**src/include/phy_mgmt_pkg.sv**
```systemverilog
// Constants, field layouts and carrier types for the transceiver management register bank.
package phy_mgmt_pkg;

    // ------------------------------------------------------------------
    // Register indices (byte address is four times the index)
    // ------------------------------------------------------------------
    localparam int unsigned ADDR_W = 8;
    localparam logic [5:0] IDX_CONTROL = 6'h00;
    localparam logic [5:0] IDX_STATUS = 6'h01;
    localparam logic [5:0] IDX_ID_HIGH = 6'h02;
    localparam logic [5:0] IDX_ID_LOW = 6'h03;
    localparam logic [5:0] IDX_ADVERTISE = 6'h04;
    localparam logic [5:0] IDX_PARTNER = 6'h05;
    localparam logic [5:0] IDX_EXPANSION = 6'h06;
    localparam logic [5:0] IDX_NEXT_PAGE = 6'h07;
    localparam logic [5:0] IDX_PARTNER_NP = 6'h08;
    localparam logic [5:0] IDX_RXER_COUNT = 6'h15;
    localparam logic [5:0] IDX_INTR_CTRL = 6'h1B;
    localparam logic [5:0] IDX_FAST_CTRL = 6'h1F;

    // ------------------------------------------------------------------
    // Control register bit positions
    // ------------------------------------------------------------------
    localparam int unsigned CTL_RESET = 15;
    localparam int unsigned CTL_LOOPBACK = 14;
    localparam int unsigned CTL_SPEED = 13;
    localparam int unsigned CTL_AN_EN = 12;
    localparam int unsigned CTL_POWER_DOWN = 11;
    localparam int unsigned CTL_ISOLATE = 10;
    localparam int unsigned CTL_AN_RESTART = 9;
    localparam int unsigned CTL_DUPLEX = 8;
    localparam int unsigned CTL_COL_TEST = 7;
    localparam int unsigned CTL_TX_DISABLE = 0;

    // ------------------------------------------------------------------
    // Status register layout
    // ------------------------------------------------------------------
    localparam int unsigned STS_AN_COMPLETE = 5;
    localparam int unsigned STS_REMOTE_FAULT = 4;
    localparam int unsigned STS_LINK = 2;
    localparam int unsigned STS_JABBER = 1;
    localparam logic [15:0] STATUS_FIXED = 16'h7849;
    localparam logic [15:0] STATUS_CONST_MASK = 16'hFFC9;

    // ------------------------------------------------------------------
    // Identifier values (arbitrary neutral values)
    // ------------------------------------------------------------------
    localparam logic [15:0] OUI_HIGH_BITS = 16'h1234;
    localparam logic [5:0] OUI_LOW_BITS = 6'h2A;
    localparam logic [5:0] MODEL_NUMBER = 6'h15;
    localparam logic [3:0] REVISION_NUMBER = 4'h3;

    // ------------------------------------------------------------------
    // Timing
    // ------------------------------------------------------------------
    localparam int unsigned CLK_MHZ = 10;
    localparam int unsigned SOFT_RESET_NS = 1000;
    localparam int unsigned SOFT_RESET_CYCLES = (SOFT_RESET_NS * CLK_MHZ + 999) / 1000;
    localparam int unsigned STRAP_SETTLE_CYCLES = 2;
    localparam int unsigned CNT_W = 4;

    // ------------------------------------------------------------------
    // Carrier types
    // ------------------------------------------------------------------
    typedef struct packed {
        logic loopback;
        logic speed_100;
        logic autoneg_en;
        logic power_down;
        logic isolate;
        logic full_duplex;
        logic col_test;
        logic tx_disable;
    } ctrl_t;

    typedef struct packed {
        logic loopback;
        logic speed_100;
        logic autoneg_en;
        logic power_down;
        logic isolate;
        logic full_duplex;
        logic col_test;
        logic tx_disable;
        logic an_restart;
        logic phy_reset;
    } phy_mode_t;

    typedef struct packed {
        logic speed_strap;
        logic autoneg_strap;
        logic isolate_strap;
        logic duplex_strap;
    } strap_t;

    typedef struct packed {
        logic link_up;
        logic remote_fault;
        logic jabber;
        logic an_complete;
        logic an_speed_100;
        logic an_full_duplex;
    } line_status_t;

endpackage : phy_mgmt_pkg

```
**src/design/phy_mgmt_regs.sv**
```systemverilog
// Management register bank of a 10/100 transceiver, reached over APB.
//
// Our own choice: register access over APB.
`timescale 1ns/1ps
module phy_mgmt_regs (
    input wire logic pclk,
    input wire logic presetn,
    input wire logic psel,
    input wire logic penable,
    input wire logic pwrite,
    input wire logic [phy_mgmt_pkg::ADDR_W-1:0] paddr,
    input wire logic [31:0] pwdata,
    input wire logic [3:0] pstrb,
    output logic pready,
    output logic [31:0] prdata,
    output logic pslverr,
    input wire phy_mgmt_pkg::strap_t straps,
    input wire phy_mgmt_pkg::line_status_t line_status,
    output phy_mgmt_pkg::phy_mode_t mode
);

    // ------------------------------------------------------------------
    // Functions
    // ------------------------------------------------------------------
    function automatic logic [15:0] ctrl_word(input phy_mgmt_pkg::ctrl_t c, input logic busy,
                                             input logic restart);
        logic [15:0] w;
        w = 16'h0000;
        w[phy_mgmt_pkg::CTL_RESET] = busy;
        w[phy_mgmt_pkg::CTL_LOOPBACK] = c.loopback;
        w[phy_mgmt_pkg::CTL_SPEED] = c.speed_100;
        w[phy_mgmt_pkg::CTL_AN_EN] = c.autoneg_en;
        w[phy_mgmt_pkg::CTL_POWER_DOWN] = c.power_down;
        w[phy_mgmt_pkg::CTL_ISOLATE] = c.isolate;
        w[phy_mgmt_pkg::CTL_AN_RESTART] = restart;
        w[phy_mgmt_pkg::CTL_DUPLEX] = c.full_duplex;
        w[phy_mgmt_pkg::CTL_COL_TEST] = c.col_test;
        w[phy_mgmt_pkg::CTL_TX_DISABLE] = c.tx_disable;
        return w;
    endfunction : ctrl_word

    function automatic phy_mgmt_pkg::ctrl_t strap_defaults(input phy_mgmt_pkg::strap_t s);
        phy_mgmt_pkg::ctrl_t c;
        c = '0;
        c.speed_100 = s.speed_strap;
        c.autoneg_en = s.autoneg_strap;
        c.isolate = s.isolate_strap;
        c.full_duplex = s.duplex_strap;
        return c;
    endfunction : strap_defaults

    function automatic logic addr_is(input logic [phy_mgmt_pkg::ADDR_W-1:0] a,
                                     input logic [5:0] idx);
        return (a[1:0] == 2'h0) && (a[phy_mgmt_pkg::ADDR_W-1:2] == idx);
    endfunction : addr_is

    // ------------------------------------------------------------------
    // Input synchronisers
    // ------------------------------------------------------------------
    phy_mgmt_pkg::strap_t strap_meta_r;
    phy_mgmt_pkg::strap_t strap_s_r;
    phy_mgmt_pkg::line_status_t line_meta_r;
    phy_mgmt_pkg::line_status_t line_s_r;

    always_ff @(posedge pclk or negedge presetn)
    begin
        if (!presetn)
        begin
            strap_meta_r <= '0;
            strap_s_r <= '0;
            line_meta_r <= '0;
            line_s_r <= '0;
        end
        else
        begin
            strap_meta_r <= straps;
            strap_s_r <= strap_meta_r;
            line_meta_r <= line_status;
            line_s_r <= line_meta_r;
        end
    end

    // ------------------------------------------------------------------
    // Control sequencing
    // ------------------------------------------------------------------
    typedef enum logic [1:0] {ST_STRAP, ST_RUN, ST_SWRST} seq_state_t;

    seq_state_t state_r;
    seq_state_t state_nxt;
    logic [phy_mgmt_pkg::CNT_W-1:0] cnt_r;
    logic [phy_mgmt_pkg::CNT_W-1:0] cnt_nxt;
    phy_mgmt_pkg::ctrl_t ctrl_r;
    phy_mgmt_pkg::ctrl_t ctrl_nxt;
    phy_mgmt_pkg::phy_mode_t mode_r;
    phy_mgmt_pkg::phy_mode_t mode_nxt;
    logic lat_rf_r;
    logic lat_rf_nxt;
    logic lat_jab_r;
    logic lat_jab_nxt;
    logic lat_link_r;
    logic lat_link_nxt;
    logic pready_r;
    logic pready_nxt;
    logic [31:0] prdata_r;
    logic [31:0] prdata_nxt;
    logic pslverr_r;
    logic pslverr_nxt;
    logic access;
    logic wr_ctrl;
    logic rd_status;
    logic [15:0] cur_ctrl;
    logic [15:0] merged;
    logic [15:0] status_word;

    always_comb
    begin
        access = psel && penable && pready_r;
        wr_ctrl = access && pwrite && addr_is(paddr, phy_mgmt_pkg::IDX_CONTROL);
        rd_status = psel && !penable && !pwrite && addr_is(paddr, phy_mgmt_pkg::IDX_STATUS);
        cur_ctrl = ctrl_word(ctrl_r, 1'b0, 1'b0);
        merged[15:8] = pstrb[1] ? pwdata[15:8] : cur_ctrl[15:8];
        merged[7:0] = pstrb[0] ? pwdata[7:0] : cur_ctrl[7:0];
        state_nxt = state_r;
        cnt_nxt = cnt_r;
        ctrl_nxt = ctrl_r;
        mode_nxt = '0;
        case (state_r)
            ST_STRAP:
            begin
                // Straps are taken only once both synchroniser stages hold them.
                if (cnt_r == phy_mgmt_pkg::CNT_W'(phy_mgmt_pkg::STRAP_SETTLE_CYCLES))
                begin
                    ctrl_nxt = strap_defaults(strap_s_r);
                    state_nxt = ST_RUN;
                    cnt_nxt = '0;
                end
                else
                begin
                    cnt_nxt = cnt_r + 1'b1;
                end
            end
            ST_RUN:
            begin
                if (wr_ctrl && merged[phy_mgmt_pkg::CTL_RESET])
                begin
                    state_nxt = ST_SWRST;
                    cnt_nxt = '0;
                end
                else if (wr_ctrl)
                begin
                    ctrl_nxt.loopback = merged[phy_mgmt_pkg::CTL_LOOPBACK];
                    ctrl_nxt.speed_100 = merged[phy_mgmt_pkg::CTL_SPEED];
                    ctrl_nxt.autoneg_en = merged[phy_mgmt_pkg::CTL_AN_EN];
                    ctrl_nxt.power_down = merged[phy_mgmt_pkg::CTL_POWER_DOWN];
                    ctrl_nxt.isolate = merged[phy_mgmt_pkg::CTL_ISOLATE];
                    ctrl_nxt.full_duplex = merged[phy_mgmt_pkg::CTL_DUPLEX];
                    ctrl_nxt.col_test = merged[phy_mgmt_pkg::CTL_COL_TEST];
                    ctrl_nxt.tx_disable = merged[phy_mgmt_pkg::CTL_TX_DISABLE];
                    mode_nxt.an_restart = merged[phy_mgmt_pkg::CTL_AN_RESTART];
                end
            end
            ST_SWRST:
            begin
                // Control writes are dropped while the reset runs.
                if (cnt_r == phy_mgmt_pkg::CNT_W'(phy_mgmt_pkg::SOFT_RESET_CYCLES - 1))
                begin
                    ctrl_nxt = strap_defaults(strap_s_r);
                    state_nxt = ST_RUN;
                    cnt_nxt = '0;
                end
                else
                begin
                    cnt_nxt = cnt_r + 1'b1;
                end
            end
            default:
            begin
                state_nxt = ST_STRAP;
                cnt_nxt = '0;
            end
        endcase
        mode_nxt.loopback = ctrl_nxt.loopback;
        mode_nxt.autoneg_en = ctrl_nxt.autoneg_en;
        mode_nxt.power_down = ctrl_nxt.power_down;
        mode_nxt.isolate = ctrl_nxt.isolate;
        mode_nxt.col_test = ctrl_nxt.col_test;
        mode_nxt.tx_disable = ctrl_nxt.tx_disable;
        mode_nxt.phy_reset = (state_nxt != ST_RUN);
        mode_nxt.speed_100 = ctrl_nxt.autoneg_en ? line_s_r.an_speed_100
                                                  : ctrl_nxt.speed_100;
        mode_nxt.full_duplex = ctrl_nxt.autoneg_en ? line_s_r.an_full_duplex
                                                    : ctrl_nxt.full_duplex;
    end

    // ------------------------------------------------------------------
    // Latched status
    // ------------------------------------------------------------------
    always_comb
    begin
        // Latches reload as the read word is captured, and a fresh event then still wins.
        lat_rf_nxt = (rd_status ? 1'b0 : lat_rf_r) | line_s_r.remote_fault;
        lat_jab_nxt = (rd_status ? 1'b0 : lat_jab_r) | line_s_r.jabber;
        lat_link_nxt = rd_status ? line_s_r.link_up : (lat_link_r & line_s_r.link_up);
        if (state_r != ST_RUN)
        begin
            lat_rf_nxt = 1'b0;
            lat_jab_nxt = 1'b0;
            lat_link_nxt = 1'b0;
        end
        status_word = phy_mgmt_pkg::STATUS_FIXED;
        status_word[phy_mgmt_pkg::STS_AN_COMPLETE] = line_s_r.an_complete
                                                     && (state_r == ST_RUN);
        status_word[phy_mgmt_pkg::STS_REMOTE_FAULT] = lat_rf_r;
        status_word[phy_mgmt_pkg::STS_LINK] = lat_link_r;
        status_word[phy_mgmt_pkg::STS_JABBER] = lat_jab_r;
    end

    // ------------------------------------------------------------------
    // APB slave, no wait states; read data leaves a flip-flop loaded in the setup cycle
    // ------------------------------------------------------------------
    always_comb
    begin
        pready_nxt = psel && !penable;
        prdata_nxt = 32'h0000_0000;
        pslverr_nxt = 1'b0;
        if (pready_nxt)
        begin
            if (addr_is(paddr, phy_mgmt_pkg::IDX_CONTROL))
            begin
                prdata_nxt[15:0] = ctrl_word(ctrl_r, state_r != ST_RUN,
                                             mode_r.an_restart);
            end
            else if (addr_is(paddr, phy_mgmt_pkg::IDX_STATUS))
            begin
                prdata_nxt[15:0] = status_word;
            end
            else if (addr_is(paddr, phy_mgmt_pkg::IDX_ID_HIGH))
            begin
                prdata_nxt[15:0] = phy_mgmt_pkg::OUI_HIGH_BITS;
            end
            else if (addr_is(paddr, phy_mgmt_pkg::IDX_ID_LOW))
            begin
                prdata_nxt[15:0] = {phy_mgmt_pkg::OUI_LOW_BITS, phy_mgmt_pkg::MODEL_NUMBER,
                                    phy_mgmt_pkg::REVISION_NUMBER};
            end
            else if (addr_is(paddr, phy_mgmt_pkg::IDX_ADVERTISE)
                     || addr_is(paddr, phy_mgmt_pkg::IDX_PARTNER)
                     || addr_is(paddr, phy_mgmt_pkg::IDX_EXPANSION)
                     || addr_is(paddr, phy_mgmt_pkg::IDX_NEXT_PAGE)
                     || addr_is(paddr, phy_mgmt_pkg::IDX_PARTNER_NP)
                     || addr_is(paddr, phy_mgmt_pkg::IDX_RXER_COUNT)
                     || addr_is(paddr, phy_mgmt_pkg::IDX_INTR_CTRL)
                     || addr_is(paddr, phy_mgmt_pkg::IDX_FAST_CTRL))
            begin
                // These registers live outside this bank and read as zero here.
                prdata_nxt = 32'h0000_0000;
            end
            else
            begin
                pslverr_nxt = 1'b1;
            end
        end
    end

    // ------------------------------------------------------------------
    // State registers
    // ------------------------------------------------------------------
    always_ff @(posedge pclk or negedge presetn)
    begin
        if (!presetn)
        begin
            state_r <= ST_STRAP;
            cnt_r <= '0;
            ctrl_r <= '0;
            mode_r <= '0;
            lat_rf_r <= 1'b0;
            lat_jab_r <= 1'b0;
            lat_link_r <= 1'b0;
            pready_r <= 1'b0;
            prdata_r <= 32'h0000_0000;
            pslverr_r <= 1'b0;
        end
        else
        begin
            state_r <= state_nxt;
            cnt_r <= cnt_nxt;
            ctrl_r <= ctrl_nxt;
            mode_r <= mode_nxt;
            lat_rf_r <= lat_rf_nxt;
            lat_jab_r <= lat_jab_nxt;
            lat_link_r <= lat_link_nxt;
            pready_r <= pready_nxt;
            prdata_r <= prdata_nxt;
            pslverr_r <= pslverr_nxt;
        end
    end

    assign pready = pready_r;
    assign prdata = prdata_r;
    assign pslverr = pslverr_r;
    assign mode = mode_r;
endmodule : phy_mgmt_regs

```
**config.mk**
```make
export PLATFORM = sky130hd
export DESIGN_NAME = phy_mgmt_regs
export DESIGN_NICKNAME = d
export VERILOG_FILES = /design/src/include/phy_mgmt_pkg.sv /design/src/design/phy_mgmt_regs.sv
export SDC_FILE = /design/constraint.sdc
export NUM_CORES = 1
export LEC_CHECK = 0
export BUFFER_PORTS_ARGS = -buffer_cell sky130_fd_sc_hd__buf_2
export CAP_MARGIN = 30
export CORE_MARGIN = 2
export CORE_UTILIZATION = 30
export DETAILED_ROUTE_END_ITERATION = 12
export GPL_TIMING_DRIVEN = 0
export PLACE_DENSITY = 0.61
export REMOVE_ABC_BUFFERS = 1
export SYNTH_ARGS = -nofsm -noshare
export SYNTH_HDL_FRONTEND = slang
export SYNTH_SLANG_ARGS = --single-unit
```
**constraint.sdc**
```tcl
create_clock -name pclk -period 5.8 [get_ports pclk]
set_input_delay 1.16 -clock pclk [delete_from_list [all_inputs] [get_ports pclk]]
set_output_delay 1.16 -clock pclk [all_outputs]
set_load 0.05 [all_outputs]
```
==> reports/metrics.yaml <==
die:
  die_h_um: 93.4
  start_util: 0.310
  io_pins: 103
  dieArea_mm2: 0.00872
  design.core.area_mm2: 0.00773
  num_rows: 32
  fp.dieW_um: 93.4
timing:
  post-route-period-util: 0.473
  tns_ns: 0
  hold_violations: 0
  max_slew.worst_pin.slew_ns: 0.613
  grt_setup_unrepaired: "false"
  slew_headroom: 0.591
  finalMaxSlewViolations: 0
  period_needed_ns: 2.75
  fmax_mhz: 364
  fin_skew_ns: 0.00773
  setup_violations: 0
  whs_ns: 0.348
power_and_ir_drop:
  irDropWorstVdd_v: 0.0000907
  pwr_density_cell_mw_per_mm2: 313
  power.total_mw: 0.919
  leakagePower_nw: 1.42
clock_network:
  htree_levels: 3
  post_cts_resized: 0
  clk_latency_ns: 0.33
  clk_path_buf_depth: 2
  clock_sinks: 59
  tritoncts: "built"
  clkTransAtPathRegs_ns: 0.07
  cts_made_buffers: 9
  cts_setup_buffers: 0
  cts_hold_buf: 0
  cts_root_buf: "clkbuf_8"
layout:
  seqCellArea_mm2: 0.00148
  multiInputGateArea_um2: 732
  antenna_cells: 0
  n_fill_cell: 747
  layout_common_cells: "buf_2 (62), dfrtp_1 (59), nand2_1 (16), conb_1 (16)"
  fin_util: 0.380
  drive_gt1_frac: 0.339
  layout_commonest_cell: "buf_2"
  area_growth_pct: 22.5
  nNetsFinal: 328
critical_path:
  critPathRequiredTime_ns: 6.02
  cp.depth: 6
  r2r_cells: 5
  crit_family: "simple AND/OR/NAND/NOR gates"
  critical_path.max_fanout: 16
  worstPathArrival_ns: 2.97
  crit_buf_inv: 1
  crit_path_max_incr_delay_ns: 0.57
  cp_slowest_cell: "or3_1"
  worstPathCellList: "buf_2 > nor3_1 > nand3_1 > or3_1 > a21oi_1 > nor2_1"
  crit_type: "input port to flop"
  cp-start-kind: "input port"
  end_kind: "flop"
detailed_routing:
  routed_wl_um: 4730
  wl_per_cell_um: 12.6
  drt-vias-per-instance: 4.30
  drtIter0Drc: 88
  num_vias: 1616
  drc: 0
  dr.pass1.iters: 4
  postRouteAntennaNets: 0
hold_path:
  hold_depth: 0
  hold_path.class: "flop to flop"
placement:
  port_buffers: 62
  dp_hpwl_um: 3530
  place_congestion: 0.788
synthesis:
  yosysUniqueCellTypes: 43
  postSynthAreaPerCell_um2: 11.4
  yosysSeqAreaShare: 0.616
  netlist_area_mm2: 0.00240
  synth_cells: 210
  ys.flop_type: "dfrtp_1"
  synth.ff_latch_count: 59
  synth_warnings: 0
  synthArstFlopShare: 1.00
  synth_edf_count: 0
grt:
  grt_overflow: 0
  grt_max_degree: 34
  grt_first_pass_wirelength_um: 7620
  grt_usage: 0.118
  grt_pass1_vias: 1548
  antenna_found_initial: 0
run:
  maxCapViolations: 0
outcome:
  status: "completed"
## area by class of cell
type / count / area share
clock inverter: 6 / 0.0302
timing repair buffer: 63 / 0.112
tap: 102 / 0.0434
inverter: 12 / 0.0153
clock buffer: 10 / 0.0468
multi-input combinational: 124 / 0.249
sequential: 59 / 0.503
## state kept, by name (all words and copies together) (netlist names)
signal and cells:
strap_meta_r 4, line_meta_r 6, lat_link_r 1, ctrl_r 2, line_s_r 6, strap_s_r 4, prdata 16, cnt_r 4
pslverr 1, pready 1, lat_rf_r 1, state_r 2, mode 10, lat_jab_r 1
## final timing paths
path / endpoint / slack (ns) / startpoint
setup / recovery: lat_rf_r / 3.05 / paddr[1]
hold / removal: strap_s_r[3] / 0.35 / strap_meta_r[3]
setup reg to reg: mode[4] / 3.50 / cnt_r[0]
hold reg to reg: strap_s_r[3] / 0.35 / strap_meta_r[3]
max in group asynchronous: prdata[10] / 4.38 / presetn
min in group asynchronous: line_meta_r[5] / 0.84 / presetn
## Yosys cell counts (3+ instances only)
| library cell | n | area (um^2) |
|---|---|---|
| nand2_1 | 16 | 60.1 |
| a21oi_1 | 15 | 75.1 |
| inv_1 | 12 | 45.0 |
| clkbuf_1 | 6 | 22.5 |
| nand3_1 | 4 | 20.0 |
| o21ai_0 | 6 | 30.0 |
| dfrtp_1 | 59 | 1480 |
| nor2_1 | 15 | 56.3 |
| o32ai_1 | 3 | 26.3 |
| nor3_1 | 8 | 40.0 |
| buf_4 | 23 | 173 |
| and2_2 | 3 | 22.5 |
## metal layers
layer  track usage  wire length [um]
met4        0.0699                84
met1         0.141              2010
met2         0.183              2330
met3        0.0435               313
met5             0                 0
## where the power goes
group	internal, mW	switching, mW
logic	0.0192	0.0569
registers	0.423	0.00535
clock network	0.253	0.162
total	0.695	0.224
## cells by family (layout without fill, tap and decap cells)
family	after synthesis	after routing	synth area share
AOI/OAI and AO/OA	40	40	0.122
xor gates and xnor gates	2	2	0.00731
buffers and inverters	42	91	0.102
DFF	59	59	0.616
muxes	2	2	0.00939
other	1	16	0.00156
and+or+nand+nor	64	64	0.141
## stage by stage
step,setup slack (ns),instance area (um^2),cells
detailed placement,2.73,2710,360
finish,3.05,2940,376
global route,2.81,2940,376
CTS,3.09,2940,376
global placement,2.75,2690,359
floorplan,3.17,2250,195
Power figures use the tool's default switching activity.
